$ cat config.mk
export PLATFORM = sky130hd
export DESIGN_NAME = uei_top
export DESIGN_NICKNAME = d
export VERILOG_FILES = /design/src/pkg/uei_pkg.sv /design/src/uei_event_status.sv /design/src/uei_apb_port.sv /design/src/uei_top.sv
export VERILOG_INCLUDE_DIRS = /design/src /design/src/pkg
export SDC_FILE = /design/constraint.sdc
export NUM_CORES = 1
export LEC_CHECK = 0
export ABC_AREA = 0
export BUFFER_PORTS_ARGS = -buffer_cell sky130_fd_sc_hd__buf_2
export CORE_MARGIN = 1
export CORE_UTILIZATION = 44
export CTS_CLUSTER_SIZE = 40
export DETAILED_ROUTE_END_ITERATION = 12
export PLACE_DENSITY = 0.9
export SETUP_SLACK_MARGIN = 0.15
export SLEW_MARGIN = 10
export SYNTH_ARGS = -nofsm -noshare
export SYNTH_HDL_FRONTEND = slang
export SYNTH_SLANG_ARGS = --single-unit
$ cat constraint.sdc
create_clock -name clk_sys -period 2.3 [get_ports clk_sys]
set_input_delay 0.115 -clock clk_sys [delete_from_list [all_inputs] [get_ports clk_sys]]
set_output_delay 0.115 -clock clk_sys [all_outputs]
set_load 0.02 [all_outputs]
$ cat src/pkg/uei_cfg.svh
// Address, field and reset constants for the USB event interrupt enable block.
`ifndef UEI_CFG_SVH
`define UEI_CFG_SVH

// APB address width in bits; word index times four must fit.
`define UEI_ADDR_W      18
// APB data width in bits.
`define UEI_DATA_W      32
// Register word indices; the byte address is four times the index.
`define UEI_IDX_ENABLE  16'hfffd
`define UEI_IDX_STATUS  16'hfff8
`define UEI_IDX_VECTOR  16'hfff9
// Number of bits in each event register.
`define UEI_REG_W       8
// Event bit positions, shared by the status and enable registers.
`define UEI_BIT_RESET   7
`define UEI_BIT_SUSPEND 6
`define UEI_BIT_RESUME  5
`define UEI_BIT_SOF     4
`define UEI_BIT_PSEUDO_FRAME_START_ENABLE    3
`define UEI_BIT_SETUP   2
`define UEI_BIT_RSVD    1
`define UEI_BIT_SETUP_OVERWRITE_ENABLE   0
// Reset values.
`define UEI_ENABLE_RST  8'h00
`define UEI_STATUS_RST  8'h00
// Bits software may write in the enable register; bit 1 stays zero.
`define UEI_ENABLE_WMSK 8'hfd
// Vector code shown when no enabled event is pending.
`define UEI_VEC_NONE    8'h00

`endif

$ cat src/pkg/uei_pkg.sv
// Types shared by the USB event interrupt enable block.
package uei_pkg;

  // One event register, status or enable.
  typedef logic [7:0] uei_byte_t;

  // Bus slave sequencing states, one-hot.
  typedef enum logic [1:0] {
    UEI_ST_IDLE = 2'b01,
    UEI_ST_ACK  = 2'b10
  } uei_apb_st_t;

endpackage

$ cat src/uei_event_status.sv
// Sticky USB event status bits with set-over-clear priority.
`timescale 1ns/10ps
`include "uei_cfg.svh"

module uei_event_status #(
  parameter int W = `UEI_REG_W                 // Number of status bits.
) (
  input  wire logic         clk_sys,           // System clock.
  input  wire logic         rst_n,             // Synchronous reset, active low.
  input  wire logic [W-1:0] set_vec,           // One-cycle event pulses.
  input  wire logic [W-1:0] clr_vec,           // Bits software clears.
  output logic      [W-1:0] status_r           // Sticky status bits.
);

  // Next value; a set in the clearing cycle wins so no event is lost.
  logic [W-1:0] status_nxt;                    // Next status value.

  assign status_nxt = set_vec | (status_r & ~clr_vec);

  // Status register, cleared on reset.
  always_ff @(posedge clk_sys) begin
    if (!rst_n) begin
      status_r <= W'(`UEI_STATUS_RST);
    end else begin
      status_r <= status_nxt;
    end
  end

endmodule

$ cat src/uei_apb_port.sv
// APB slave sequencer giving one wait state per transfer.
`timescale 1ns/10ps
`include "uei_cfg.svh"

module uei_apb_port
  import uei_pkg::*;
(
  input  wire logic clk_sys,                   // System clock.
  input  wire logic rst_n,                     // Synchronous reset, active low.
  input  wire logic psel,                      // APB select.
  input  wire logic penable,                   // APB enable.
  output logic      pready_r,                  // APB ready, registered.
  output logic      load_stb,                  // First access cycle, latch answer.
  output logic      done_stb                   // Cycle whose edge completes transfer.
);

  uei_apb_st_t state_r;                        // Current sequencer state.
  uei_apb_st_t state_nxt;                      // Next sequencer state.

  // The first access cycle seen in idle loads the answer for the next edge.
  assign load_stb  = (state_r == UEI_ST_IDLE) & psel & penable;
  // Ready is high in the acknowledge state, so this edge ends the transfer.
  assign done_stb  = (state_r == UEI_ST_ACK) & psel & penable;
  assign state_nxt = load_stb ? UEI_ST_ACK : UEI_ST_IDLE;

  // State and ready flops; ready mirrors the acknowledge state.
  always_ff @(posedge clk_sys) begin
    if (!rst_n) begin
      state_r  <= UEI_ST_IDLE;
      pready_r <= 1'b0;
    end else begin
      state_r  <= state_nxt;
      pready_r <= load_stb;
    end
  end

endmodule

$ cat src/uei_top.sv
// USB event interrupt enable register with status, vector and APB access.
//
// Behaviour
// - Each enable bit gates its status bit.
// - Bit 6 enables the suspend interrupt.
// - Bit 3 enables the pseudo frame-start interrupt.
// - Bit 0 enables the setup overwrite interrupt.
// - Bits 7,5,4,2 are read/write interrupt enables.
// - Bit 1 reads zero, ignores writes.
// - Register at index fffd, resets to zero.
// - Events set status; vector write clears them.
//
// Chosen here: the APB register port.
`timescale 1ns/10ps
`include "uei_cfg.svh"

module uei_top
  import uei_pkg::*;
#(
  parameter int ADDR_W = `UEI_ADDR_W,          // APB address width.
  parameter int DATA_W = `UEI_DATA_W           // APB data width.
) (
  input  wire logic              clk_sys,      // System clock, 100 MHz.
  input  wire logic              rst_n,        // Synchronous reset, active low.
  input  wire logic              psel,         // APB select.
  input  wire logic              penable,      // APB enable.
  input  wire logic              pwrite,       // APB direction, high for write.
  input  wire logic [ADDR_W-1:0] paddr,        // APB byte address.
  input  wire logic [DATA_W-1:0] pwdata,       // APB write data.
  output logic      [DATA_W-1:0] prdata_r,     // APB read data.
  output logic                   pready_r,     // APB ready.
  output logic                   pslverr_r,    // APB error for unmapped address.
  input  wire logic              evt_reset,    // Function reset event pulse.
  input  wire logic              evt_suspend,  // Function suspend event pulse.
  input  wire logic              evt_resume,   // Function resume event pulse.
  input  wire logic              evt_sof,      // Start-of-frame event pulse.
  input  wire logic              evt_pseudo_frame_start_enable,     // Pseudo start-of-frame event pulse.
  input  wire logic              evt_setup,    // Setup stage complete event pulse.
  input  wire logic              evt_setup_overwrite_enable,    // Setup overwrite event pulse.
  output logic                   usb_irq_r     // Combined interrupt request, level.
);

  // Byte address of a register from its word index.
  function automatic logic [ADDR_W-1:0] reg_addr(input logic [15:0] idx);
    reg_addr = ADDR_W'({idx, 2'b00});
  endfunction

  // Highest pending gated event as a code: bit position plus one, zero if none.
  function automatic uei_byte_t vec_code(input uei_byte_t pend);
    vec_code = `UEI_VEC_NONE;
    for (int i = 0; i < `UEI_REG_W; i++) begin
      if (pend[i]) begin
        vec_code = uei_byte_t'(i + 1);
      end
    end
  endfunction

  // Enable register and its next value.
  uei_byte_t enable_r;                         // Interrupt enable bits.
  uei_byte_t enable_nxt;                       // Next enable value.
  // Status bits and the software clear request.
  uei_byte_t status_r;                         // Sticky event status.
  uei_byte_t status_clr;                       // Bits cleared this cycle.
  uei_byte_t event_vec;                        // Event pulses packed by position.
  uei_byte_t pending;                          // Status bits that are enabled.
  uei_byte_t rd_word;                          // Register value being read.
  // Read-clear bookkeeping.
  uei_byte_t rd_clr_r;                         // Status bits reported by a read.
  uei_byte_t rd_clr_nxt;                       // Next reported bits.
  // Bus decode.
  logic      load_stb;                         // First access cycle.
  logic      done_stb;                         // Transfer completes at this edge.
  logic      hit_enable;                       // Address selects enable register.
  logic      hit_status;                       // Address selects status register.
  logic      hit_vector;                       // Address selects vector register.
  logic      hit_any;                          // Address is mapped.
  logic      wr_enable;                        // Write to enable register.
  logic      wr_vector;                        // Write to vector register.
  logic      rd_status_done;                   // Completed read of status.
  logic      irq_nxt;                          // Next interrupt level.
  logic [DATA_W-1:0] prdata_nxt;               // Next read data.
  logic      pslverr_nxt;                      // Next error flag.

  // Bus sequencing lives in its own module; it owns the ready flop.
  uei_apb_port u_apb (
    .clk_sys  (clk_sys),
    .rst_n    (rst_n),
    .psel     (psel),
    .penable  (penable),
    .pready_r (pready_r),
    .load_stb (load_stb),
    .done_stb (done_stb)
  );

  // Address decode against the three word addresses.
  assign hit_enable = (paddr == reg_addr(`UEI_IDX_ENABLE));
  assign hit_status = (paddr == reg_addr(`UEI_IDX_STATUS));
  assign hit_vector = (paddr == reg_addr(`UEI_IDX_VECTOR));
  assign hit_any    = hit_enable | hit_status | hit_vector;

  // Writes and read side effects act only at the completing edge.
  assign wr_enable      = done_stb & pwrite & hit_enable;
  assign wr_vector      = done_stb & pwrite & hit_vector;
  assign rd_status_done = done_stb & ~pwrite & hit_status;

  // Only writable enable bits take the bus value; the reserved bit stays zero.
  assign enable_nxt = wr_enable
                    ? (pwdata[`UEI_REG_W-1:0] & `UEI_ENABLE_WMSK)
                    : enable_r;

  // Enable register; every interrupt starts disabled.
  always_ff @(posedge clk_sys) begin
    if (!rst_n) begin
      enable_r <= `UEI_ENABLE_RST;
    end else begin
      enable_r <= enable_nxt;
    end
  end

  // Event pulses packed by bit position; the reserved slot never sets.
  assign event_vec[`UEI_BIT_RESET]   = evt_reset;
  assign event_vec[`UEI_BIT_SUSPEND] = evt_suspend;
  assign event_vec[`UEI_BIT_RESUME]  = evt_resume;
  assign event_vec[`UEI_BIT_SOF]     = evt_sof;
  assign event_vec[`UEI_BIT_PSEUDO_FRAME_START_ENABLE]    = evt_pseudo_frame_start_enable;
  assign event_vec[`UEI_BIT_SETUP]   = evt_setup;
  assign event_vec[`UEI_BIT_RSVD]    = 1'b0;
  assign event_vec[`UEI_BIT_SETUP_OVERWRITE_ENABLE]   = evt_setup_overwrite_enable;

  // A vector write clears every status bit; a status read clears only the
  // bits it actually reported, so an event landing after the data was
  // latched survives until it is read.
  assign status_clr = (wr_vector ? 8'hff : 8'h00)
                    | (rd_status_done ? rd_clr_r : 8'h00);

  // Sticky status bits; a set in the clearing cycle wins.
  uei_event_status #(
    .W (`UEI_REG_W)
  ) u_status (
    .clk_sys  (clk_sys),
    .rst_n    (rst_n),
    .set_vec  (event_vec),
    .clr_vec  (status_clr),
    .status_r (status_r)
  );

  // Gate each status bit by its enable; a masked bit still records its event.
  assign pending = status_r & enable_r;
  assign irq_nxt = |pending;

  // Interrupt level, recomputed on every clock from the gated bits.
  always_ff @(posedge clk_sys) begin
    if (!rst_n) begin
      usb_irq_r <= 1'b0;
    end else begin
      usb_irq_r <= irq_nxt;
    end
  end

  // Value returned by a read; the vector shows the highest enabled pending
  // event, so software can service sources without reading status first.
  assign rd_word = hit_enable ? enable_r
                 : hit_status ? status_r
                 : hit_vector ? vec_code(pending)
                 : 8'h00;

  // Read data is latched at the first access cycle and held while ready is
  // high; bits above the register width read as zero.
  assign prdata_nxt = (load_stb & ~pwrite) ? DATA_W'(rd_word) : prdata_r;
  // Unmapped addresses answer with an error in the ready cycle only.
  assign pslverr_nxt = load_stb & ~hit_any;
  // Remember which status bits were handed out, for the read clear.
  assign rd_clr_nxt = (load_stb & ~pwrite & hit_status) ? status_r : rd_clr_r;

  // Read data, error flag and read-clear snapshot.
  always_ff @(posedge clk_sys) begin
    if (!rst_n) begin
      prdata_r  <= '0;
      pslverr_r <= 1'b0;
      rd_clr_r  <= `UEI_STATUS_RST;
    end else begin
      prdata_r  <= prdata_nxt;
      pslverr_r <= pslverr_nxt;
      rd_clr_r  <= rd_clr_nxt;
    end
  end
endmodule

==> metrics.md <==
| Metric | Value |
|---|---|
| Hpwl dp | 2813 um |
| GR Overflow Total | 0 |
| CP endpoint kind | register |
| DR vias/cell | 5.112 |
| Gr usage total | 19.51% |
| I/O Pins | 97 |
| Total Power | 0.001246 W |
| Slew Viols, Final | 0 |
| RSZ-0062 raised after global routing | no |
| Critical Path Start | paddr[1] |
| Hold WS | 0.09038 ns |
| Top sig layer | met4 |
| Clock H-tree levels | 2 |
| Nets | 317 |
| Power Density | 598.0 mW/mm^2 |
| CTS tree | yes |
| Post-DRT Antenna Nets | 0 |
| Critical Path, Cell by Cell | buf_2 > or4b_1 > nor4_1 > buf_4 > nand4_1 > o221a_2 |
| Root Driver | clkbuf_8 |
| Status | completed |
| CP arrival | ~2.1 ns |
| Post-synthesis register bit count | 35 |
| DR pass1 iterations | 4 |
| CP startpoint kind | input port |
| Drt wl/cell | 12.82 um |
| First-pass GRT wire length | 6292 um |
| Clk buf depth | 2 |
| Fill count | 347 |
| Leakage power | 0.8667 nW |
| Post-CTS setup buffers | 0 |
| Highest clock rate | between 500 and 600 MHz |
| YS warnings | 0 |
| Sequential area share after synthesis | between 30% and 40% |
| Final Wtd Congestion | 0.8315 |
| R2R cell count | 5 |
| Worst hold path depth | 3 |
| Initial DRC count | between 90 and 100 |
| Width of the die | 66.02 um |
| Via count | 1554 |
| Final worst path period need | 1.934 ns |
| Fin util | a little over half |
| Setup slack after layout | between 0.3 and 0.4 ns |
| Synth Instances | between 200 and 250 |
| Worst Hold Launch | pwdata[4] |
| Setup CP Type | in -> reg |
| Core area | 0.003799 sq mm |
| Height of the die | 66.02 um |
| Port bufs | 47 |
| Clock Latency Late Sink | 0.29 ns |
| Met1 wire length | 1670 um |
| Rel. slew slack | a little under two thirds |
| Period utilisation layout | 84.09% |
| Diode count | 0 |
| Reg-to-reg slack, setup | 0.65 ns |
| Die area | 0.004358 sq mm |
| Met3 Wirelength | ~200 um |
| Total negative setup slack | 0 ns |
| Detailed Route WL | 3898 um |
| Cell area after synthesis | around 0.0018 sq mm |
| Crit path max-delay cell type | or4b_1 |
| Async SR Flop Fraction | 0% |
| EDFF count, synth | 0 |
| Vias in the first global route | approximately 1.4k |
| Hold_buf cts | 0 |
| Met2 Wirelength | 1958 um |
| Max-cap violation count | 0 |
| # DRC | 0 |
| Synthesized area per cell | 8.627 sq um |
| Initial antenna violation count | 0 |
| Crit-path max FO | 13 |
| Multi-input combinational cell area | 964.7 sq um |
| Area Overhead vs Synth | 15.54% |
| Largest net degree at the start of global routing | 36 |
| HP Class | in -> reg |
| Hold endpoint | enable_r[4]$_SDFFE_PN0P_ |
| Clock sink total | 35 |
| Clock transition at the registers of the reported paths | 0.06 ns |
| Final Hold Viols | 0 |
| Post-cts resize count | 0 |
| Synth cell types | 36 |
| # setup viols final | 0 |
| Clock buffer count from CTS | 5 |
| Worst-Margin Slew | 0.5458 ns |
| Crit Reg-Reg Endpoint | u_status.status_r[0]$_SDFF_PN0_ |
| Ys flop type | dfxtp_1 |
| RR Startpoint | u_apb.state_r[1]$_SDFF_PN0_ |
| Layout cells sized above 1 | 25.78% |
| Cell Rows | 22 |
| Max incr delay on CP | 0.54 ns |
| Sequential Area | 700.7 sq um |
| Initial Util | 47.46% |
| Peak supply drop | 0.3446 mV |
| DP Worst Slack | 0.1019 ns |
| Fin Clk Skew | around 0.0037 ns |
| Critical path required time | 2.47 ns |
-- how the worst max path moves through the flow --
| stage | end | slack, ns | depth (start not counted) |
|---|---|---|---|
| after detailed placement | u_status.status_r[3]$_SDFF_PN0_ | 0.10 | 6 |
| after global routing | u_status.status_r[0]$_SDFF_PN0_ | 0.27 | 6 |
| after floorplan | enable_r[0]$_SDFFE_PN0P_ | 0.39 | 5 |
| final | u_status.status_r[0]$_SDFF_PN0_ | 0.37 | 6 |
| after global placement | u_status.status_r[7]$_SDFF_PN0_ | 0.20 | 6 |
| after CTS | u_status.status_r[0]$_SDFF_PN0_ | 0.39 | 6 |
-- worst max-delay path: cells and delay by family --
kind	cells	cell delay, ns
buf+inv	2	0.34
compound gates	1	0.38
simple gates	3	1.26
-- cell type report --
type                       instances  share of cell area (%)
clock buffer                       8                   4.805
tap                               48                   2.883
inverter                           2                  0.3604
timing repair buffer              49                   12.01
sequential                        35                   33.63
multi-input combinational        162                   46.31
-- synthesized netlist by cell type, drive strengths merged (2+ instances only) --
cell,n,area [sq um]
a21oi,5,25.02
nand2b,8,50.05
dfxtp,35,700.7
nor3,2,21.27
nand4,8,50.05
clkbuf,7,26.28
nand2,32,120.1
mux2i,7,70.07
nor2b,19,118.9
o21ai,6,30.03
nand3,8,40.04
a21boi,11,82.58
and2,4,25.02
buf,26,190.2
nor2,2,7.510
o221a,7,78.83
inv,2,7.510
a31oi,4,25.02
-- flip-flops by register name (all words and copies together), names as in the netlist --
name,cells
u_status.status_r,8
usb_irq_r,1
rd_clr_r,8
u_apb.state_r,2
pslverr_r,1
prdata_r,8
enable_r,7
-- report_power, final --
| group | total, W | internal [W] | switching (W) |
|---|---|---|---|
| sequential | 0.000632 | 0.000620 | 0.0000127 |
| clock | 0.000479 | 0.000273 | 0.000206 |
| combinational | 0.000134 | 0.0000520 | 0.0000823 |
| total | 0.00125 | 0.000945 | 0.000301 |
-- metrics by stage --
step	instances	cell area (sq um)
floorplan	232	1889
global placement	296	1983
detailed placement	296	1983
CTS	304	2083
global route	304	2083
finish	304	2083
-- cells by family after synthesis --
group	Yosys count	synth area share, %
compound gates	41	17.07
other cells	1	0.2080
buf+inv	35	12.42
flops	35	38.86
mux	7	3.886
simple gates	90	27.55
-- cell usage in the layout, fill, tap and decap left out, types with 2 or more instances in the layout --
master / synthesis / layout
buf_2: 2 / 47
dfxtp_1: 35 / 35
nand2_1: 32 / 32
conb_1: 1 / 24
nor2b_1: 19 / 19
a21boi_0: 11 / 11
nand4_1: 8 / 8
nand3_1: 8 / 8
nand2b_1: 8 / 8
mux2i_1: 7 / 7
o221a_2: 7 / 7
clkbuf_8: 0 / 7
o21ai_0: 6 / 6
a21oi_1: 5 / 5
and2_1: 4 / 4
a31oi_1: 4 / 4
nor2_1: 2 / 2
inv_1: 2 / 2
buf_4: 24 / 2
-- layer usage --
layer / GRT usage (%) / vias up
met3: 7.414 / 6
met5: 0 / -
met2: 32.91 / 47
met1: 21.26 / 721
met4: 9.574 / 0
li1: - / 780
Note: power is estimated with default switching activity, not from simulation.
